**src/inc/mss_pkg.sv**
```systemverilog
// Constants and types for the multi-mode serial channel.
// Assumes an APB slave front end with 32-bit data and a 200 MHz clock.
package mss_pkg;
  localparam logic [7:0] ADDR_MODE = 8'h00;
  localparam logic [7:0] ADDR_CTRL_A = 8'h04;
  localparam logic [7:0] ADDR_CTRL_B = 8'h08;
  localparam logic [7:0] ADDR_BRG = 8'h0C;
  localparam logic [7:0] ADDR_TXB = 8'h10;
  localparam logic [7:0] ADDR_RXB = 8'h14;
  localparam logic [7:0] ADDR_SMR4 = 8'h18;
  localparam logic [7:0] ADDR_IRQ_STAT = 8'h1C;
  localparam logic [7:0] ADDR_IRQ_MASK = 8'h20;
  // Mode field values
  localparam logic [2:0] MODE_OFF = 3'h0;
  localparam logic [2:0] MODE_SYNC = 3'h1;
  localparam logic [2:0] MODE_UART7 = 3'h4;
  localparam logic [2:0] MODE_UART8 = 3'h5;
  localparam logic [2:0] MODE_UART9 = 3'h6;
  // channel_control_a fields
  localparam int CA_CLK_LO = 0;
  localparam int CA_CLK_HI = 1;
  localparam int CA_EXT_CLK = 3;
  localparam int CA_POL = 6;
  // channel_control_b fields
  localparam int CB_TE = 0;
  localparam int CB_TI = 1;
  localparam int CB_RE = 2;
  localparam int CB_RI = 3;
  // rx_buffer overrun bit
  localparam int RB_OVR = 12;
  // special_mode_control_four fields
  localparam int S4_STA = 0;
  localparam int S4_RSTA = 1;
  localparam int S4_STP = 2;
  localparam int S4_SEL = 3;
  // Interrupt status bits
  localparam int IRQ_TX = 0;
  localparam int IRQ_RX = 1;
  localparam int IRQ_OVR = 2;
  localparam int IRQ_W = 3;
  localparam int SEVENTH_BIT = 6;
  localparam logic [7:0] BRG_RST = 8'h00;
  localparam logic [7:0] BRG_WRAP = 8'hFF;
  typedef enum logic [1:0] {
    SH_IDLE = 2'b00,
    SH_LOW = 2'b01,
    SH_HIGH = 2'b10
  } mss_shift_e;
endpackage : mss_pkg

```
**src/hdl/mss_brg.sv**
```systemverilog
// Bit-rate divider: count source prescale, then reload counter.
// Assumes one clock; outputs a one-cycle enable per divided tick.
`timescale 1ns/1ps
module mss_brg (
  input wire logic clk_i,
  input wire logic nrst_i,
  input wire logic [1:0] src_sel_i,
  input wire logic load_i,
  input wire logic [7:0] div_i,
  output logic tick_o
);
  logic [5:0] pre_r;
  logic [7:0] cnt_r;
  logic src_en;

  always_ff @(posedge clk_i or negedge nrst_i) begin
    if (!nrst_i) begin
      pre_r <= 6'h00;
    end else begin
      pre_r <= pre_r + 6'h01;
    end
  end

  always_comb begin
    case (src_sel_i)
      2'b00: src_en = 1'b1;
      2'b01: src_en = (pre_r[2:0] == 3'h7);
      2'b10: src_en = (pre_r == 6'h3F);
      default: src_en = (pre_r[4:0] == 5'h1F);
    endcase
  end

  // Loading 00h: a source edge in the same cycle wraps to FFh first
  always_ff @(posedge clk_i or negedge nrst_i) begin
    if (!nrst_i) begin
      cnt_r <= mss_pkg::BRG_RST;
      tick_o <= 1'b0;
    end else if (load_i) begin
      cnt_r <= (src_en && div_i == 8'h00) ? mss_pkg::BRG_WRAP : div_i;
      tick_o <= 1'b0;
    end else if (src_en) begin
      tick_o <= (cnt_r == 8'h00);
      cnt_r <= (cnt_r == 8'h00) ? div_i : cnt_r - 8'h01;
    end else begin
      tick_o <= 1'b0;
    end
  end
endmodule : mss_brg

```
**src/hdl/mss_sync2.sv**
```systemverilog
// Two-flop synchroniser for pin inputs.
// Assumes the input is asynchronous to clk_i.
`timescale 1ns/1ps
module mss_sync2 (
  input wire logic clk_i,
  input wire logic nrst_i,
  input wire logic rst_val_i,
  input wire logic d_i,
  output logic q_o
);
  logic meta_r;
  logic rst_q_r;

  always_ff @(posedge clk_i or negedge nrst_i) begin
    if (!nrst_i) begin
      meta_r <= 1'b1;
      q_o <= 1'b1;
    end else begin
      meta_r <= d_i;
      q_o <= meta_r;
    end
  end

  // rst_val_i unused for async reset; kept constant-high idle
  always_ff @(posedge clk_i or negedge nrst_i) begin
    if (!nrst_i) begin
      rst_q_r <= 1'b0;
    end else begin
      rst_q_r <= rst_val_i;
    end
  end
endmodule : mss_sync2

```
**src/hdl/mss_top.sv**
```systemverilog
// Multi-mode serial channel: APB registers, sync and UART shifter, I2C conditions.
// Assumes APB master on CLK_I; serial pins are asynchronous.
`timescale 1ns/1ps
module mss_top (
  input wire logic CLK_I,
  input wire logic NRST_I,
  input wire logic PSEL_I,
  input wire logic PENABLE_I,
  input wire logic PWRITE_I,
  input wire logic [7:0] PADDR_I,
  input wire logic [31:0] PWDATA_I,
  output logic [31:0] PRDATA_O,
  output logic PREADY_O,
  output logic PSLVERR_O,
  input wire logic SCLK_I,
  output logic SCLK_O,
  output logic SCLK_OE_N_O,
  input wire logic RXD_I,
  output logic TXD_O,
  input wire logic SDA_I,
  output logic SDA_O,
  output logic SDA_OE_N_O,
  output logic IRQ_O
);
  logic [2:0] mode_r;
  logic [7:0] ctrl_a_r;
  logic te_r;
  logic re_r;
  logic [7:0] brg_r;
  logic brg_load_r;
  logic [8:0] txb_r;
  logic tx_full_r;
  logic [8:0] rxb_r;
  logic rx_full_r;
  logic ovr_r;
  logic [3:0] smr4_r;
  logic [mss_pkg::IRQ_W-1:0] ist_r;
  logic [mss_pkg::IRQ_W-1:0] imask_r;
  logic tick;
  logic sclk_s;
  logic rxd_s;
  logic sda_s;
  logic sclk_d_r;
  logic wr;
  logic rd;
  logic [31:0] rdata;
  logic pol;
  logic ext_clk;
  logic [3:0] nbits;
  mss_pkg::mss_shift_e sh_r;
  logic [9:0] tsh_r;
  logic [8:0] rsh_r;
  logic [3:0] bit_r;
  logic busy_r;
  logic int_clk_r;
  logic ev_tx;
  logic ev_rx;
  logic ev_ovr;
  logic shift_edge;
  logic sample_edge;
  logic ext_rise;
  logic ext_fall;
  logic [3:0] osc_r;

  assign wr = PSEL_I && PENABLE_I && PWRITE_I;
  assign rd = PSEL_I && PENABLE_I && !PWRITE_I;
  assign pol = ctrl_a_r[mss_pkg::CA_POL];
  assign ext_clk = ctrl_a_r[mss_pkg::CA_EXT_CLK];

  ////////////////////////////////////////////////////////////////////////////
  // Pin synchronisers and divider
  mss_sync2 u_sync_sclk (
    .clk_i(CLK_I), .nrst_i(NRST_I), .rst_val_i(1'b1), .d_i(SCLK_I), .q_o(sclk_s)
  );
  mss_sync2 u_sync_rxd (
    .clk_i(CLK_I), .nrst_i(NRST_I), .rst_val_i(1'b1), .d_i(RXD_I), .q_o(rxd_s)
  );
  mss_sync2 u_sync_sda (
    .clk_i(CLK_I), .nrst_i(NRST_I), .rst_val_i(1'b1), .d_i(SDA_I), .q_o(sda_s)
  );

  mss_brg u_brg (
    .clk_i(CLK_I),
    .nrst_i(NRST_I),
    .src_sel_i({ctrl_a_r[mss_pkg::CA_CLK_HI], ctrl_a_r[mss_pkg::CA_CLK_LO]}),
    .load_i(brg_load_r),
    .div_i(brg_r),
    .tick_o(tick)
  );

  ////////////////////////////////////////////////////////////////////////////
  // APB slave
  always_ff @(posedge CLK_I or negedge NRST_I) begin
    if (!NRST_I) begin
      mode_r <= mss_pkg::MODE_OFF;
      ctrl_a_r <= 8'h00;
      te_r <= 1'b0;
      re_r <= 1'b0;
      brg_r <= mss_pkg::BRG_RST;
      brg_load_r <= 1'b0;
      smr4_r <= 4'h0;
      imask_r <= '0;
    end else begin
      brg_load_r <= 1'b0;
      if (wr) begin
        case (PADDR_I)
          mss_pkg::ADDR_MODE: mode_r <= PWDATA_I[2:0];
          mss_pkg::ADDR_CTRL_A: ctrl_a_r <= PWDATA_I[7:0];
          mss_pkg::ADDR_CTRL_B: begin
            te_r <= PWDATA_I[mss_pkg::CB_TE];
            re_r <= PWDATA_I[mss_pkg::CB_RE];
          end
          mss_pkg::ADDR_BRG: begin
            brg_r <= PWDATA_I[7:0];
            brg_load_r <= 1'b1;
          end
          mss_pkg::ADDR_SMR4: smr4_r <= PWDATA_I[3:0];
          mss_pkg::ADDR_IRQ_MASK: imask_r <= PWDATA_I[mss_pkg::IRQ_W-1:0];
          default: ;
        endcase
      end else if (smr4_r[2:0] != 3'h0 && !smr4_r[mss_pkg::S4_SEL] && tick) begin
        smr4_r[2:0] <= 3'h0;
      end
    end
  end

  always_comb begin
    case (PADDR_I)
      mss_pkg::ADDR_MODE: rdata = {29'h0, mode_r};
      mss_pkg::ADDR_CTRL_A: rdata = {24'h0, ctrl_a_r};
      mss_pkg::ADDR_CTRL_B: rdata = {28'h0, rx_full_r, re_r, !tx_full_r, te_r};
      mss_pkg::ADDR_BRG: rdata = {24'h0, brg_r};
      mss_pkg::ADDR_TXB: rdata = {23'h0, txb_r};
      mss_pkg::ADDR_RXB: rdata = {19'h0, ovr_r, 3'h0, rxb_r};
      mss_pkg::ADDR_SMR4: rdata = {28'h0, smr4_r};
      mss_pkg::ADDR_IRQ_STAT: rdata = {29'h0, ist_r};
      mss_pkg::ADDR_IRQ_MASK: rdata = {29'h0, imask_r};
      default: rdata = 32'h0;
    endcase
  end

  always_ff @(posedge CLK_I or negedge NRST_I) begin
    if (!NRST_I) begin
      PRDATA_O <= 32'h0;
      PREADY_O <= 1'b0;
      PSLVERR_O <= 1'b0;
    end else begin
      PREADY_O <= PSEL_I && !PENABLE_I;
      PSLVERR_O <= PSEL_I && !PENABLE_I && (PADDR_I > mss_pkg::ADDR_IRQ_MASK || PADDR_I[1:0] != 2'b00);
      if (PSEL_I && !PENABLE_I) begin
        PRDATA_O <= rdata;
      end
    end
  end

  ////////////////////////////////////////////////////////////////////////////
  // Shift clock edges
  always_comb begin
    case (mode_r)
      mss_pkg::MODE_UART7: nbits = 4'd7;
      mss_pkg::MODE_UART9: nbits = 4'd9;
      default: nbits = 4'd8;
    endcase
  end

  // Internal clock idles high; polarity flips the active edges
  assign ext_rise = sclk_s && !sclk_d_r;
  assign ext_fall = !sclk_s && sclk_d_r;
  assign shift_edge = ext_clk ? (pol ? ext_rise : ext_fall)
                              : (tick && int_clk_r && busy_r);
  assign sample_edge = ext_clk ? (pol ? ext_fall : ext_rise)
                               : (tick && !int_clk_r);

  always_ff @(posedge CLK_I or negedge NRST_I) begin
    if (!NRST_I) begin
      sclk_d_r <= 1'b1;
    end else begin
      sclk_d_r <= sclk_s;
    end
  end

  ////////////////////////////////////////////////////////////////////////////
  // Transmit buffer and shifter; receive only samples during transmit frames
  always_ff @(posedge CLK_I or negedge NRST_I) begin
    if (!NRST_I) begin
      txb_r <= 9'h000;
      tx_full_r <= 1'b0;
      tsh_r <= 10'h3FF;
      bit_r <= 4'h0;
      busy_r <= 1'b0;
      int_clk_r <= 1'b1;
      sh_r <= mss_pkg::SH_IDLE;
      osc_r <= 4'h0;
    end else if (mode_r == mss_pkg::MODE_OFF || !te_r) begin
      tx_full_r <= (mode_r == mss_pkg::MODE_OFF) ? 1'b0 : tx_full_r;
      busy_r <= 1'b0;
      int_clk_r <= 1'b1;
      sh_r <= mss_pkg::SH_IDLE;
      tsh_r <= 10'h3FF;
      bit_r <= 4'h0;
      if (wr && PADDR_I == mss_pkg::ADDR_TXB && mode_r != mss_pkg::MODE_OFF) begin
        txb_r <= PWDATA_I[8:0];
        tx_full_r <= 1'b1;
      end
    end else begin
      if (wr && PADDR_I == mss_pkg::ADDR_TXB) begin
        txb_r <= PWDATA_I[8:0];
        tx_full_r <= 1'b1;
      end
      if (!busy_r && tx_full_r && (!ext_clk || sclk_s == !pol)) begin
        // External clock may only start once idle at rest level
        tsh_r <= {txb_r, 1'b0};
        busy_r <= 1'b1;
        bit_r <= 4'h0;
        tx_full_r <= 1'b0;
        sh_r <= mss_pkg::SH_LOW;
      end else if (busy_r) begin
        if (!ext_clk && tick) begin
          int_clk_r <= !int_clk_r;
        end
        if (shift_edge) begin
          tsh_r <= {1'b1, tsh_r[9:1]};
          sh_r <= mss_pkg::SH_HIGH;
        end
        if (sample_edge) begin
          bit_r <= bit_r + 4'h1;
          osc_r <= osc_r + 4'h1;
          if (bit_r == nbits - 4'h1) begin
            busy_r <= 1'b0;
            int_clk_r <= 1'b1;
            sh_r <= mss_pkg::SH_IDLE;
          end
        end
      end
    end
  end

  ////////////////////////////////////////////////////////////////////////////
  // Receive shifter, buffer and overrun
  always_ff @(posedge CLK_I or negedge NRST_I) begin
    if (!NRST_I) begin
      rsh_r <= 9'h000;
      rxb_r <= 9'h000;
      rx_full_r <= 1'b0;
      ovr_r <= 1'b0;
    end else if (mode_r == mss_pkg::MODE_OFF || !re_r) begin
      rx_full_r <= (mode_r == mss_pkg::MODE_OFF) ? 1'b0 : rx_full_r;
      ovr_r <= (mode_r == mss_pkg::MODE_OFF) ? 1'b0 : ovr_r;
    end else begin
      if (rd && PADDR_I == mss_pkg::ADDR_RXB && PREADY_O) begin
        rx_full_r <= 1'b0;
        ovr_r <= 1'b0;
      end
      if (busy_r && sample_edge) begin
        rsh_r <= {rxd_s, rsh_r[8:1]};
        if (bit_r == 4'(mss_pkg::SEVENTH_BIT) && rx_full_r) begin
          ovr_r <= 1'b1;
        end
        if (bit_r == nbits - 4'h1) begin
          rxb_r <= {rxd_s, rsh_r[8:1]} >> (4'd9 - nbits);
          rx_full_r <= 1'b1;
        end
      end
    end
  end

  assign ev_tx = !busy_r && tx_full_r && te_r && mode_r != mss_pkg::MODE_OFF;
  assign ev_ovr = busy_r && sample_edge && re_r && rx_full_r
                  && bit_r == 4'(mss_pkg::SEVENTH_BIT);
  // Receive request only when the receive buffer is empty and no overrun is pending
  assign ev_rx = busy_r && sample_edge && re_r && bit_r == nbits - 4'h1
                 && !ovr_r && !(rx_full_r);

  ////////////////////////////////////////////////////////////////////////////
  // Interrupt status, write one to clear, set wins
  always_ff @(posedge CLK_I or negedge NRST_I) begin
    if (!NRST_I) begin
      ist_r <= '0;
    end else begin
      for (int k = 0; k < mss_pkg::IRQ_W; k++) begin
        if ((k == mss_pkg::IRQ_TX && ev_tx) || (k == mss_pkg::IRQ_RX && ev_rx)
            || (k == mss_pkg::IRQ_OVR && ev_ovr)) begin
          ist_r[k] <= 1'b1;
        end else if (wr && PADDR_I == mss_pkg::ADDR_IRQ_STAT && PWDATA_I[k]) begin
          ist_r[k] <= 1'b0;
        end
      end
    end
  end

  ////////////////////////////////////////////////////////////////////////////
  // Output pins
  always_ff @(posedge CLK_I or negedge NRST_I) begin
    if (!NRST_I) begin
      IRQ_O <= 1'b0;
      TXD_O <= 1'b1;
      SCLK_O <= 1'b1;
      SCLK_OE_N_O <= 1'b1;
      SDA_O <= 1'b1;
      SDA_OE_N_O <= 1'b1;
    end else begin
      IRQ_O <= |(ist_r & imask_r);
      TXD_O <= busy_r ? tsh_r[0] : 1'b1;
      SCLK_O <= int_clk_r ^ pol;
      SCLK_OE_N_O <= ext_clk || mode_r == mss_pkg::MODE_OFF;
      // Condition generation only when select is cleared
      if (!smr4_r[mss_pkg::S4_SEL]) begin
        if (smr4_r[mss_pkg::S4_STA] || smr4_r[mss_pkg::S4_RSTA]) begin
          SDA_O <= 1'b0;
          SDA_OE_N_O <= 1'b0;
        end else if (smr4_r[mss_pkg::S4_STP]) begin
          SDA_O <= 1'b1;
          SDA_OE_N_O <= 1'b1;
        end
      end else begin
        SDA_O <= tsh_r[0];
        SDA_OE_N_O <= tsh_r[0] || !busy_r;
      end
    end
  end
endmodule : mss_top

```
**config.mk**
```make
export PLATFORM = sky130hd
export DESIGN_NAME = mss_top
export DESIGN_NICKNAME = d
export VERILOG_FILES = /design/src/inc/mss_pkg.sv /design/src/hdl/mss_brg.sv /design/src/hdl/mss_sync2.sv /design/src/hdl/mss_top.sv
export SDC_FILE = /design/constraint.sdc
export NUM_CORES = 1
export LEC_CHECK = 0
export BUFFER_PORTS_ARGS = -buffer_cell sky130_fd_sc_hd__buf_2
export CORE_MARGIN = 4
export CORE_UTILIZATION = 55
export DETAILED_ROUTE_END_ITERATION = 10
export GPL_TIMING_DRIVEN = 0
export HOLD_SLACK_MARGIN = 0.05
export PLACE_DENSITY = 0.77
export SYNTH_ARGS = -nofsm -noshare
export SYNTH_HDL_FRONTEND = slang
export SYNTH_HIERARCHICAL = 1
export SYNTH_SLANG_ARGS = --single-unit
```
**constraint.sdc**
```tcl
create_clock -name CLK_I -period 3.2 [get_ports CLK_I]
set_input_delay 0.16 -clock CLK_I [delete_from_list [all_inputs] [get_ports CLK_I]]
set_output_delay 0.16 -clock CLK_I [all_outputs]
set_load 0.03 [all_outputs]
```
[Yosys cells after proc, flatten, opt, wreduce, memory -nomap -nowiden]
Index checks and enable logic that the tools add are counted.
Word-level totals
  register bits after elaboration: 138
  latch bits: 0
  bits in writable memories: 0
  ROM bits: 0
  input bits: 48
  output and inout port bits: 40
  logic and storage cells: 226
  memories kept: 0
Operators by class
  add/subtract/negate cells: 5
  multipliers: 0
  divide/modulo/power cells: 0
  magnitude comparators: 1
  equal/unequal tests: 23
  shifts and indexed selects: 1
  mux-type cells: 64
  bitwise operators: 3
  reduce and logical (&&, ||, !) cells: 90
Operators with widths (number)
  case mux 13 bit (9 select lines): 1
  2-to-1 mux 1 bit: 43
  2-to-1 mux 10 bit: 4
  logical AND 1 bit: 34
  equality test 8 x 5 -> 1 bit, second input constant: 4
  2-to-1 mux 8 bit: 4
  2-to-1 mux 9 bit: 3
  AND reduction 2 bit: 13
  zero test 8 bit: 3
  nonzero test 3 bit: 7
  equality test 8 x 4 -> 1 bit, second input constant: 2
  2-to-1 mux 4 bit: 4
  nonzero test 2 bit: 8
  zero test 1 bit: 14
  equality test 3 bit, second input constant: 3
  2-to-1 mux 3 bit: 3
  right shift 9 x 4 -> 9 bit: 1
  equality test 8 x 3 -> 1 bit, second input constant: 1
  equality test 8 x 6 -> 1 bit, second input constant: 1
  > comparator 8 x 6 -> 1 bit, second input constant: 1
  case mux 4 bit (2 select lines): 1
  subtractor 8 x 1 -> 8 bit, second input constant: 1
  logical OR 1 bit: 7
  adder 6 x 1 -> 6 bit, second input constant: 1
  other kinds (21): 23

[Longest topological paths before layout]
  word-level depth: 10
  gate-level depth with buffers: 9

[By module]
Netlist, hierarchy kept.
Modules (own cells, without submodules)
  mss_top: times used 1, cells each 443, area each 4972.3 µm², sequential area each 2423.6 µm²
  mss_brg: times used 1, cells each 104, area each 967.2 µm², sequential area each 375.4 µm²
  mss_sync2: times used 2, cells each 2, area each 52.6 µm², sequential area each 52.6 µm²

[Worst setup path after synthesis]
No wires, ideal clock.
  path type: reg-to-reg
  start point: register bit_r[0]
  end point: register rxb_r[0]
  library setup time: 125 ps
  arrival time: 2018 ps
  required time: 3075 ps
  slack: 1057 ps
  stages on the path, launching flop included: 7
  path buffers: 1
  period minus slack after synthesis: 2143 ps
  cells stage by stage: dfrtp_1 -> or4b_1 -> or3_1 -> o31ai_2 -> and4_4 -> buf_12 -> mux2_4
On the way
  longest elaborated chain between the ends: 2
Ends and longest elaborated chain
  start: declaration: RTL line mss_top.sv:53  | logic [3:0] bit_r;
  start signal: assignment: RTL line mss_top.sv:226  | bit_r <= bit_r + 4'h1;
  equality test 4 bit: RTL line mss_top.sv:259  | if (bit_r == nbits - 4'h1) begin
  AND reduction 3 bit (no line)
  end signal: assignment: RTL line mss_top.sv:260  | rxb_r <= {rxd_s, rsh_r[8:1]} >> (4'd9 - nbits);
  end: declaration: RTL line mss_top.sv:33  | logic [8:0] rxb_r;
Every way passes these cells.
A chain may end at the register's enable or synchronous reset.

[Worst setup path in the final report]
  start point: register u_brg.cnt_r[3]
  end point: register u_brg.cnt_r[7]
On the way
  longest elaborated chain between the ends: 4
  elaborated cells between the ends (all ways): 5
Ends and longest elaborated chain
  start: declaration: RTL line mss_brg.sv:13  | logic [7:0] cnt_r;
  start signal: assignment: RTL line mss_brg.sv:36  | cnt_r <= mss_pkg::BRG_RST;
  start signal: assignment: RTL line mss_brg.sv:39  | cnt_r <= (src_en && div_i == 8'h00) ? mss_pkg::BRG_WRAP : div_i;
  start signal: assignment: RTL line mss_brg.sv:43  | cnt_r <= (cnt_r == 8'h00) ? div_i : cnt_r - 8'h01;
  subtractor 8 x 1 -> 8 bit or zero test 8 bit (tied branches): RTL line mss_brg.sv:43
  2-to-1 mux 8 bit (*): RTL line mss_brg.sv:43
  2-to-1 mux 8 bit (*): RTL line mss_brg.sv:41  | end else if (src_en) begin
  2-to-1 mux 8 bit (*): RTL line mss_brg.sv:38  | end else if (load_i) begin
Every way passes the cells marked *; elsewhere a longest branch is shown, timed or not. The select of a mux whose other input is x is not followed.

==> summary.md <==
| Metric | Value |
|---|---|
| Worst Setup Start Kind | flop |
| Slew headroom | 35.8% |
| First-pass GRT wire length | 24700 microns |
| FP Rows | 38 |
| Drt via density | 5.95 |
| Measured slew at the worst slew-check pin | 0.961 ns |
| Power Total | 4.05 mW |
| Post-Route Skew | 0.00777 ns |
| Clock share of power | 47.2% |
| PwrDens | 558 nW/um^2 |
| Slowest stage cell, crit path | nor3_1 |
| Switch share | 25.6% |
| Port bufs | 38 |
| Clock transition at path regs | 0.06 ns |
| Tmin final | 2.47 ns |
| RSZ-0062 raised after global routing | no |
| Hold path depth | 3 |
| Ant diodes | 0 |
| Net Switching | 1.04 mW |
| First-iteration detailed-routing DRC count | 328 |
| H-tree Lvls | 4 |
| Crit path max fanout | 8 |
| Die Y | 113 microns |
| Mapped Cells | 550 |
| P_leak | 3.27 nW |
| Detail Route Antenna Nets | 0 |
| Crit-path cells | nor3_1 > nand2_1 > a211oi_1 > o21ba_2 > o211a_1 |
| Via count | 4729 |
| PnR worst setup slack | 0.731 ns |
| Reg2Reg Depth | 5 |
| Vias in the first global route | 4639 |
| RePlAce Congestion | 0.929 |
| Final TNS setup | 0 ns |
| Die area | 12700 sq um |
| Starting Density | 56.0% |
| Cells resized by post-CTS repair | 0 |
| CP peak stage delay | 0.74 ns |
| Clk buf depth | 2 |
| Core ar. | 10800 sq um |
| VDD IR-drop max | 0.000407 V |
| Largest net degree at the start of global routing | 59 |
| Sequential power share | 40.0% |
| Initial antenna violation count | 0 |
| DP Worst Slack | 0.834 ns |
| Final hold vios | 0 |
| CTS Root Cell | clkbuf_8 |
| Share of cells above drive strength 1 | 29.8% |
| CP required | 3.61 ns |
| YS warnings | 6 |
| Area of the multi-input gates | 2870 sq um |
| Mapped Avg Cell Area | 11.0 sq um |
| HPWL Detailed | 10700 microns |
| Post-route clock period utilization | 77.1% |
| Number of fill cells | 811 |
| CTS tree | built |
| Worst reg2reg path startpoint | u_brg/cnt_r[3]$_DFFE_PN0P_ |
| Peak Freq | 405 MHz |
| Crit Reg-Reg Endpoint | u_brg/cnt_r[7]$_DFFE_PN0P_ |
| Run status | complete, no violations |
| Overall track demand over capacity in global routing | 24.8% |
| Layout Utilization | 67.2% |
| 1st-pass router iterations | 5 |
| Area growth from synthesis to final layout | 20.1% |
| Routed WL | 14900 microns |
| Num CTS Buffers | 17 |
| Critical path endpoint category | flop |
| R2R setup slack | 0.73 ns |
| Worst Hold End | PRDATA_O[8]$_DFFE_PN0P_ |
| TritonCTS Sinks | 115 |
| Total grt overflow | 0 |
| Logic pwr share | 12.8% |
| Post-route DRC | 0 |
| Crit path DAT | 2.88 ns |
| Mapped Area | 6040 sq um |
| Setup violators final | 0 |
| Storage element area | 2900 sq um |
| Final #Nets | 698 |
| Final Max Tran Viols | 0 |
| Clk_lat worst skew | 0.52 ns |
| Hold wc startpoint | PADDR_I[6] |
| Critical path class | flop to flop |
| Drt wl/cell | 18.8 microns |
| Die X | 113 microns |
| Total of max-cap violations | 0 |
| Internal | 3.01 mW |
| Io pins | 88 |
| Worst Hold Class | input port to flop |
worst max-delay path, delay by kind of cell, from the launching register on:
kind | cells | cell delay, ns
simple gates | 2 | 1.07
compound gates | 3 | 0.86
flops | 1 | 0.43
power groups by stage:
stage | clock network, mW | registers, mW | logic, mW
floorplan | 0 | 1.65 | 0.336
finish | 1.91 | 1.62 | 0.519
detailed placement | 0 | 1.64 | 0.500
global route | 2.02 | 1.63 | 0.576
CTS | 1.93 | 1.62 | 0.516
global placement | 0 | 1.64 | 0.485
how the worst max path moves through the flow:
stage | from | endpoint | depth (start not counted)
floorplan | bit_r[0]$_DFFE_PN0P_ | rxb_r[0]$_DFFE_PN0P_ | 6
global placement | NRST_I | bit_r[0]$_DFFE_PN0P_ | 1
detailed placement | u_brg/cnt_r[3]$_DFFE_PN0P_ | u_brg/cnt_r[7]$_DFFE_PN0P_ | 5
CTS | u_brg/cnt_r[3]$_DFFE_PN0P_ | u_brg/cnt_r[7]$_DFFE_PN0P_ | 5
global route | u_brg/cnt_r[3]$_DFFE_PN0P_ | u_brg/cnt_r[7]$_DFFE_PN0P_ | 5
finish | u_brg/cnt_r[3]$_DFFE_PN0P_ | u_brg/cnt_r[7]$_DFFE_PN0P_ | 5
final cells by class:
cell class | count | area share (%)
Buffer | 46 | 4.02
Tap cell | 140 | 2.41
Sequential cell | 115 | 40.0
Multi-Input combinational cell | 396 | 39.6
Timing Repair Buffer | 53 | 4.97
Inverter | 14 | 0.724
Clock buffer | 22 | 6.52
Clock inverter | 9 | 1.76
state kept, by name (all words and copies together), names as in the netlist, 8 cells and up:
signal	cells
u_brg/cnt_r	8
tsh_r	10
PRDATA_O	10
rxb_r	9
ctrl_a_r	8
txb_r	9
brg_r	8
rsh_r	8
through the flow:
stage          hold slack (ns)  instances  area [sq um]
6_report                0.0807        795          7260
2_1_floorplan           -0.136        571          6120
3_5_place_dp             0.267        750          6520
4_1_cts                 0.0540        795          7260
5_1_grt                 0.0771        795          7260
3_3_place_gp             0.265        749          6480
layout by cell type, fill, tap and decap left out, types with 4 or more instances in the layout:
cell and n:
nand2_1 57, a21oi_1 12, ha_1 7, o21ai_0 23, nor3_1 11, mux2_4 8
or3_1 4, a32oi_1 6, nor2b_1 11, a31oi_1 4, o22ai_1 7, conb_1 22
clkbuf_16 16, mux2i_1 22, nor3b_1 4, dfstp_2 21, buf_4 24, clkbuf_1 13
a211oi_1 6, nand3_1 10, mux2_2 49, buf_2 44, dfrtp_1 94, and3_1 6
o211ai_1 6, a22o_1 6, nor4_1 5, clkbuf_8 5, a22oi_1 8, nor2_1 25
dlygate4sd3_1 14, nand2b_1 10, nand3b_1 4, inv_1 14
layer usage:
metal,wire (microns),GRT usage [%],share of wire [%],vias to the layer above
li1,-,-,-,2170
met5,0,0,0,-
met4,329,9.38,2.2,0
met2,6980,38.2,47,206
met3,1210,5.24,8.1,32
met1,6390,34.9,43,2321
repair_timing:
action | in CTS | in global routing
endpoints found under the hold margin | 87 | 0
hold buffers | 14 | 0
buffers inserted | 0 | 0
No activity file was read; power rests on OpenSTA's default activity.
